File: src/rtl/rals_regs.vh
`ifndef RALS_REGS_VH
`define RALS_REGS_VH

// register offsets
`define RALS_OFS_CRC_CTRL 8'h04
`define RALS_OFS_TARGET 8'h07
`define RALS_OFS_ALIAS 8'h08
`define RALS_OFS_CRC_LOW 8'h0A
`define RALS_OFS_CRC_HIGH 8'h0B
`define RALS_OFS_STATUS 8'h0C

// field positions
`define RALS_CRC_RESET_BIT 5
`define RALS_ADDR_MSB 7
`define RALS_ADDR_LSB 1
`define RALS_ST_LINK_DETECT 0
`define RALS_ST_DES_ERROR 1
`define RALS_ST_CLOCK_PRESENT 2
`define RALS_ST_SELFTEST_ERR 3
`define RALS_ST_LINK_LOST 4

// reset values
`define RALS_RST_BYTE 8'h00
`define RALS_RST_ADDR 7'h00
`define RALS_RST_COUNT 16'h0000

`endif

File: src/rtl/rals_port_status.v
`timescale 1ns/1ps
`default_nettype none
`include "rals_regs.vh"
// per-port back-channel health: counter and sticky flags
module rals_port_status (
  // clock and reset
  input wire ref_clk_i,
  input wire rst_n_i,
  // link events
  input wire link_detect_i,
  input wire crc_err_i,
  input wire bist_run_i,
  input wire bist_start_i,
  // software clear, level
  input wire crc_clear_i,
  // state
  output reg [15:0] crc_count_o,
  output reg link_lost_o,
  output reg selftest_err_o,
  output reg des_err_o
);

  reg link_seen;
  wire lost_evt;
  wire count_full;

  // loss is the falling edge of detect
  assign lost_evt = link_seen & ~link_detect_i;
  assign count_full = &crc_count_o;

  // delayed detect for edge finding
  always @(posedge ref_clk_i) begin
    if (!rst_n_i) begin
      link_seen <= 1'b0;
    end else begin
      link_seen <= link_detect_i;
    end
  end

  // counter: clear, then saturate instead of wrapping
  always @(posedge ref_clk_i) begin
    if (!rst_n_i) begin
      crc_count_o <= `RALS_RST_COUNT;
    end else if (crc_clear_i) begin
      crc_count_o <= {15'h0000, crc_err_i};
    end else if (crc_err_i && !count_full) begin
      crc_count_o <= crc_count_o + 16'h0001;
    end
  end

  // sticky flags; a new event wins over any clear in the same cycle
  always @(posedge ref_clk_i) begin
    if (!rst_n_i) begin
      link_lost_o <= 1'b0;
      selftest_err_o <= 1'b0;
      des_err_o <= 1'b0;
    end else begin
      if (lost_evt) begin
        link_lost_o <= 1'b1;
      end else if (crc_clear_i) begin
        link_lost_o <= 1'b0;
      end
      if (crc_err_i && bist_run_i) begin
        selftest_err_o <= 1'b1;
      end else if (lost_evt || bist_start_i || crc_clear_i) begin
        selftest_err_o <= 1'b0;
      end
      if (crc_err_i && !bist_run_i) begin
        des_err_o <= 1'b1;
      end else if (lost_evt || crc_clear_i) begin
        des_err_o <= 1'b0;
      end
    end
  end

endmodule
`default_nettype wire

File: src/rtl/rals_alias_match.v
`timescale 1ns/1ps
`default_nettype none
`include "rals_regs.vh"
// alias lookup over both ports; port 0 wins if both match
module rals_alias_match (
  // clock and reset
  input wire ref_clk_i,
  input wire rst_n_i,
  // tables, port 1 in the upper half
  input wire [13:0] alias_tab_i,
  input wire [13:0] target_tab_i,
  // local request
  input wire loc_req_i,
  input wire [6:0] loc_addr_i,
  // forwarded request
  output reg fwd_req_o,
  output reg [6:0] fwd_addr_o,
  output reg fwd_port_o
);

  wire [1:0] hit;

  // a zero alias or target disables the entry entirely
  genvar p;
  generate
    for (p = 0; p < 2; p = p + 1) begin : g_hit
      assign hit[p] = loc_req_i && (alias_tab_i[p*7 +: 7] == loc_addr_i) &&
                      (alias_tab_i[p*7 +: 7] != `RALS_RST_ADDR) &&
                      (target_tab_i[p*7 +: 7] != `RALS_RST_ADDR);
    end
  endgenerate

  // registered remap; address swapped before it leaves
  always @(posedge ref_clk_i) begin
    if (!rst_n_i) begin
      fwd_req_o <= 1'b0;
      fwd_addr_o <= `RALS_RST_ADDR;
      fwd_port_o <= 1'b0;
    end else begin
      fwd_req_o <= |hit;
      if (hit[0]) begin
        fwd_addr_o <= target_tab_i[6:0];
        fwd_port_o <= 1'b0;
      end else if (hit[1]) begin
        fwd_addr_o <= target_tab_i[13:7];
        fwd_port_o <= 1'b1;
      end
    end
  end

endmodule
`default_nettype wire

File: src/rtl/rals_top.v
`timescale 1ns/1ps
`default_nettype none
`include "rals_regs.vh"
module rals_top (
  // clock and reset
  input wire ref_clk_i,
  input wire rst_n_i,
  // register access from the local i2c slave engine
  input wire reg_wr_i,
  input wire reg_rd_i,
  input wire [7:0] reg_addr_i,
  input wire [7:0] reg_wdata_i,
  output reg [7:0] reg_rdata_o,
  // view selection
  input wire second_port_view_select_i,
  // local transaction address
  input wire loc_req_i,
  input wire [6:0] loc_addr_i,
  // toward the control channel
  output wire fwd_req_o,
  output wire [6:0] fwd_addr_o,
  output wire fwd_port_o,
  // link state per port
  input wire [1:0] link_detect_i,
  input wire [1:0] crc_err_i,
  input wire [1:0] bist_run_i,
  input wire [1:0] bist_start_i,
  // video input
  input wire video_input_clock_present_i
);

  // offsets that take writes
  wire hit_ctrl;
  wire hit_target;
  wire hit_alias;

  // write strobes; counter and status offsets get none, so writes there fall away
  wire wr_ctrl;
  wire wr_target;
  wire wr_alias;

  // view select and the port that a write lands in
  wire sel;
  wire [1:0] port_wr;

  // address tables for the remap engine, port 1 in the upper half
  wire [13:0] alias_tab;
  wire [13:0] target_tab;

  // per-port status from the health trackers
  wire [1:0] link_lost;
  wire [1:0] selftest_crc_error_flag;
  wire [1:0] des_err;

  // per-port read data, port 1 in the upper half
  wire [15:0] port_rdata;

  // read data of the viewed port
  reg [7:0] next_rdata;

  // decode the offset once for both ports
  assign hit_ctrl = (reg_addr_i == `RALS_OFS_CRC_CTRL);
  assign hit_target = (reg_addr_i == `RALS_OFS_TARGET);
  assign hit_alias = (reg_addr_i == `RALS_OFS_ALIAS);

  // only the stored registers accept a write
  assign wr_ctrl = reg_wr_i && hit_ctrl;
  assign wr_target = reg_wr_i && hit_target;
  assign wr_alias = reg_wr_i && hit_alias;

  // the pin picks the port the bus sees; the other copy is left alone
  assign sel = second_port_view_select_i;
  assign port_wr[0] = !sel;
  assign port_wr[1] = sel;

  // everything stored or tracked per link port
  genvar p;
  generate
    for (p = 0; p < 2; p = p + 1) begin : g_port
      // stored fields of this port
      reg [6:0] target_q;
      reg [6:0] alias_q;
      reg crc_reset_q;

      // health state of this port
      wire [15:0] cnt;

      // read bytes of this port
      wire [7:0] ctrl_byte;
      wire [7:0] target_byte;
      wire [7:0] alias_byte;
      wire [7:0] status_byte;
      reg [7:0] port_rd;

      // remote target address; bit 0 is reserved and dropped
      always @(posedge ref_clk_i) begin
        if (!rst_n_i) begin
          target_q <= `RALS_RST_ADDR;
        end else if (wr_target && port_wr[p]) begin
          target_q <= reg_wdata_i[`RALS_ADDR_MSB:`RALS_ADDR_LSB];
        end
      end

      // local alias address; bit 0 is reserved and dropped
      always @(posedge ref_clk_i) begin
        if (!rst_n_i) begin
          alias_q <= `RALS_RST_ADDR;
        end else if (wr_alias && port_wr[p]) begin
          alias_q <= reg_wdata_i[`RALS_ADDR_MSB:`RALS_ADDR_LSB];
        end
      end

      // crc reset bit is stored so software can read it back
      always @(posedge ref_clk_i) begin
        if (!rst_n_i) begin
          crc_reset_q <= 1'b0;
        end else if (wr_ctrl && port_wr[p]) begin
          crc_reset_q <= reg_wdata_i[`RALS_CRC_RESET_BIT];
        end
      end

      // tables for the remap engine; it watches both ports whatever the view
      assign alias_tab[p*7 +: 7] = alias_q;
      assign target_tab[p*7 +: 7] = target_q;

      // clear holds while the bit stays set; software writes 0 to resume counting
      rals_port_status u_status (
        .ref_clk_i(ref_clk_i),
        .rst_n_i(rst_n_i),
        .link_detect_i(link_detect_i[p]),
        .crc_err_i(crc_err_i[p]),
        .bist_run_i(bist_run_i[p]),
        .bist_start_i(bist_start_i[p]),
        .crc_clear_i(crc_reset_q),
        .crc_count_o(cnt),
        .link_lost_o(link_lost[p]),
        .selftest_err_o(selftest_crc_error_flag[p]),
        .des_err_o(des_err[p])
      );

      // address bytes: reserved bit 0 reads zero
      assign target_byte = {target_q, 1'b0};
      assign alias_byte = {alias_q, 1'b0};

      // control byte: only the crc reset bit is implemented
      assign ctrl_byte = {{(7 - `RALS_CRC_RESET_BIT){1'b0}}, crc_reset_q, {`RALS_CRC_RESET_BIT{1'b0}}};

      // status byte: live levels and sticky flags, reserved top bits zero
      assign status_byte[`RALS_ST_LINK_DETECT] = link_detect_i[p];
      assign status_byte[`RALS_ST_DES_ERROR] = des_err[p];
      assign status_byte[`RALS_ST_CLOCK_PRESENT] = video_input_clock_present_i;
      assign status_byte[`RALS_ST_SELFTEST_ERR] = selftest_crc_error_flag[p];
      assign status_byte[`RALS_ST_LINK_LOST] = link_lost[p];
      assign status_byte[7:`RALS_ST_LINK_LOST + 1] = 3'h0;

      // read mux of this port; unknown offsets give zero
      always @* begin
        port_rd = `RALS_RST_BYTE;
        case (reg_addr_i)
          `RALS_OFS_CRC_CTRL: begin
            port_rd = ctrl_byte;
          end
          `RALS_OFS_TARGET: begin
            port_rd = target_byte;
          end
          `RALS_OFS_ALIAS: begin
            port_rd = alias_byte;
          end
          `RALS_OFS_CRC_LOW: begin
            port_rd = cnt[7:0];
          end
          `RALS_OFS_CRC_HIGH: begin
            port_rd = cnt[15:8];
          end
          `RALS_OFS_STATUS: begin
            port_rd = status_byte;
          end
          default: begin
            port_rd = `RALS_RST_BYTE;
          end
        endcase
      end

      // hand the read byte up
      assign port_rdata[p*8 +: 8] = port_rd;
    end
  endgenerate

  // alias remap engine
  rals_alias_match u_match (
    .ref_clk_i(ref_clk_i),
    .rst_n_i(rst_n_i),
    .alias_tab_i(alias_tab),
    .target_tab_i(target_tab),
    .loc_req_i(loc_req_i),
    .loc_addr_i(loc_addr_i),
    .fwd_req_o(fwd_req_o),
    .fwd_addr_o(fwd_addr_o),
    .fwd_port_o(fwd_port_o)
  );

  // the viewed port drives the bus; the other port's byte is ignored
  always @* begin
    next_rdata = `RALS_RST_BYTE;
    if (sel) begin
      next_rdata = port_rdata[15:8];
    end else begin
      next_rdata = port_rdata[7:0];
    end
  end

  // read data captured on the read strobe, held until the next one
  always @(posedge ref_clk_i) begin
    if (!rst_n_i) begin
      reg_rdata_o <= `RALS_RST_BYTE;
    end else if (reg_rd_i) begin
      reg_rdata_o <= next_rdata;
    end
  end

endmodule
`default_nettype wire

File: config.mk
export PLATFORM = sky130hd
export DESIGN_NAME = rals_top
export DESIGN_NICKNAME = d
export VERILOG_FILES = /design/src/rtl/rals_port_status.v /design/src/rtl/rals_alias_match.v /design/src/rtl/rals_top.v
export VERILOG_INCLUDE_DIRS = /design/src /design/src/rtl
export SDC_FILE = /design/constraint.sdc
export NUM_CORES = 1
export LEC_CHECK = 0
export BUFFER_PORTS_ARGS = -buffer_cell sky130_fd_sc_hd__buf_2
export CAP_MARGIN = 30
export CORE_ASPECT_RATIO = 0.7
export CORE_UTILIZATION = 53
export DETAILED_ROUTE_END_ITERATION = 7
export PLACE_DENSITY = 0.72
export SLEW_MARGIN = 10
export SYNTH_ARGS = -nofsm -noshare
export SYNTH_HDL_FRONTEND = slang
export SYNTH_HIERARCHICAL = 1
export SYNTH_SLANG_ARGS = --single-unit
File: constraint.sdc
create_clock -name ref_clk_i -period 3.5 [get_ports ref_clk_i]
set_input_delay 0.175 -clock ref_clk_i [delete_from_list [all_inputs] [get_ports ref_clk_i]]
set_output_delay 0.175 -clock ref_clk_i [all_outputs]
set_load 0.01 [all_outputs]
==> results_dict.tcl <==
set metrics [dict create \
    clock-sinks 87 \
    dr.pass1.iters 6 \
    die_height_um 82.2 \
    cts_made_buffers 9 \
    syn_area_per_cell_sq_um 8.81 \
    insertion_delay_ps 350 \
    final_common_cell "dfxtp_1" \
    finalSetupTns_ps 0 \
    async_flop_share_pct 0 \
    wl_per_cell_um 19.7 \
    maxCapViolations 0 \
    setup_violations 0 \
    clkPwrFrac_pct 47.9 \
    worstMarginPinSlew_ps 658 \
    cts_tree "built" \
    critPathMaxFanout 9 \
    regArea_sq_mm 0.00174 \
    synth-seq-cells 87 \
    skew_ps 8.53 \
    cts-resized-gates 0 \
    rsz0062_at_grt "no" \
    layout.cells.non_filler 718 \
    cp.arrival_ps 2430 \
    track_usage_pct 31.2 \
    status "finished, final reports clean" \
    yosysTopAreaCellShare_pct 35.7 \
    p_comb_share_pct 6.9 \
    netlist_area_sq_mm 0.00487 \
    diodes 0 \
    setup_slack_ps 1310 \
    root_buffer "clkbuf_16" \
    synth.area.top_cells "dfxtp_1 (36%), mux2i_1 (6.8%), nand2_1 (4.2%)" \
    detail-route-antenna-nets 0 \
    num_vias 4713 \
    mostFrequentLayoutCells "dfxtp_1 (87), nand2_1 (55), buf_2 (53), a21oi_1 (41), mux2i_1 (33)" \
    startpoint_type "flip-flop" \
    timing.max_slew.rel_slack_pct 56.1 \
    syn2layout_area_growth_pct 12.9 \
    peakVddDrop_v 0.000285 \
    p_per_area_mw_per_mm2 406 \
    cts.reportedPaths.clkPinSlew_ps 70 \
    fill_cells 783 \
    synth_edf_count 0 \
    dp.cells 702 \
    ys_types 64 \
    grt_overflow 0 \
    grt_max_degree 60 \
    r2r-start "g_port[1].target_q[1]" \
    synth_nets 593 \
    core_sq_mm 0.00869 \
    dominantRegCellSynth "dfxtp_1" \
    seq_area_frac_synth_pct 35.7 \
    drt-total-wl_um 14100 \
    grt_pass1_wl_um 22500 \
    dp_hpwl_um 10300 \
    die_w_um 117 \
    post_dp_cell_area_sq_mm 0.00517 \
    power.internal_uw 1710 \
    hold_viol_final 0 \
    place_congestion 0.981 \
    port_buffers 53 \
    antenna_found_initial 0 \
    nNetsFinal 633 \
    die-area_sq_mm 0.00959 \
    drive_gt1_share_pct 16.2 \
    hp-start "link_detect_i[1]" \
    post-cts-setup-buffers 0 \
    yosysWarnings 6 \
    worstPathRequired_ps 3730 \
    start_util_pct 56.1 \
    grt_pass1_vias 4195 \
    power.leakage_uw 0.00210 \
    period_needed_ps 2190 \
    drv_slew 0 \
    num_io_pins 55 \
    p_sw_share_pct 23.6 \
    cts_hold_buf 0 \
    switching_power_uw 529 \
    hp-class "in -> reg" \
    num_rows 28 \
    multi_input_area_sq_mm 0.00296 \
    seqPwrFrac_pct 45.2 \
    drt_iter0_drc 615 \
    critPathCaptureType "flip-flop" \
    fin_crit_sh_pct 62.7 \
    cp-startpoint "g_port[1].target_q[1]" \
    cts_max_level 3 \
    synth_top_area_cell "dfxtp_1" \
    path_class "reg -> reg" \
    clockBufferDepth 2 \
    dp_worst_setup_slack_ps 1280 \
    finish.utilization_pct 63.3 \
    viasPerCell 6.56 \
    fin_area_sq_mm 0.00550 \
    synth_cells 553 \
    fmaxAchievable_mhz 456 \
    drc_errors 0 \
]
flip-flops by register name (all words and copies together) (netlist names):
register                        count
g_port.alias_q                     14
g_port.crc_reset_q                  2
g_port.target_q                    14
g_port.u_status/crc_count_o        32
g_port.u_status/des_err_o           2
g_port.u_status/link_lost_o         2
g_port.u_status/link_seen           2
g_port.u_status/selftest_err_o      2
reg_rdata_o                         8
u_match/fwd_addr_o                  7
u_match/fwd_port_o                  1
u_match/fwd_req_o                   1
logic make-up after synthesis:
family	after synthesis	synth area share, %
AOI/OAI and AO/OA	163	23.7
buffers and inverters	35	3.54
and+or+nand+nor	218	27.0
adders and majority gates	2	0.514
DFF	87	35.7
xor gates and xnor gates	14	2.52
muxes	34	7.01
synth_stat cells (5+ instances only):
master and count:
a21boi_0 18, a21boi_1 7, a21oi_1 41, a221oi_1 10
a31oi_1 7, and3_1 10, buf_2 9, clkbuf_1 13
dfxtp_1 87, inv_1 7, mux2i_1 33, nand2_1 55
nand2b_1 11, nand3_1 32, nand4_1 13, nor2_1 7
nor2b_1 24, nor3_1 9, nor4_1 5, o21ai_0 19
o31ai_1 23, or3_1 6, or4_1 15, xnor2_1 14
final cells by class:
class	count	area share (%)
Tap cell	120	2.73
Inverter	7	0.478
Multi-Input combinational cell	431	53.8
Clock buffer	10	4.34
Sequential cell	87	31.7
Timing Repair Buffer	57	5.37
Clock inverter	6	1.66
critical path: stages (launching register included):
cell     delay, ps
dfxtp_1        380
or4_1          530
nor4_1         290
or4_1          500
mux2i_1        290
a21oi_1         90
metrics by stage:
stage | total power, uW | hold WS, ps
after global routing | 2310 | 86.2
after global placement | 1180 | 420
final | 2240 | 68.9
after detailed placement | 1180 | 425
after floorplan | 1120 | 297
after CTS | 2240 | 68.7
worst paths after layout:
path                                                endpoint  slack, ps  depth (start not counted)
worst min register to register                reg_rdata_o[7]        480                          2
worst max-delay path                   u_match/fwd_addr_o[6]       1310                          5
worst min-delay path            g_port[1].u_status/link_seen         70                          2
worst max register to register         u_match/fwd_addr_o[6]       1310                          5
layer usage:
metal | share of wire, % | track usage, %
met1 | 46 | 44.4
met2 | 43 | 46.9
met3 | 10 | 7.96
met4 | 1.5 | 7.97
met5 | 0 | 0
power groups by stage:
stage	Combinational [uW]	Sequential [uW]	Clock (uW)
5_1_grt	166	1010	1130
3_5_place_dp	149	1030	0
4_1_cts	150	1010	1080
3_3_place_gp	145	1030	0
2_1_floorplan	89.7	1030	0
6_report	154	1010	1070
(Power assumes the default switching activity.)
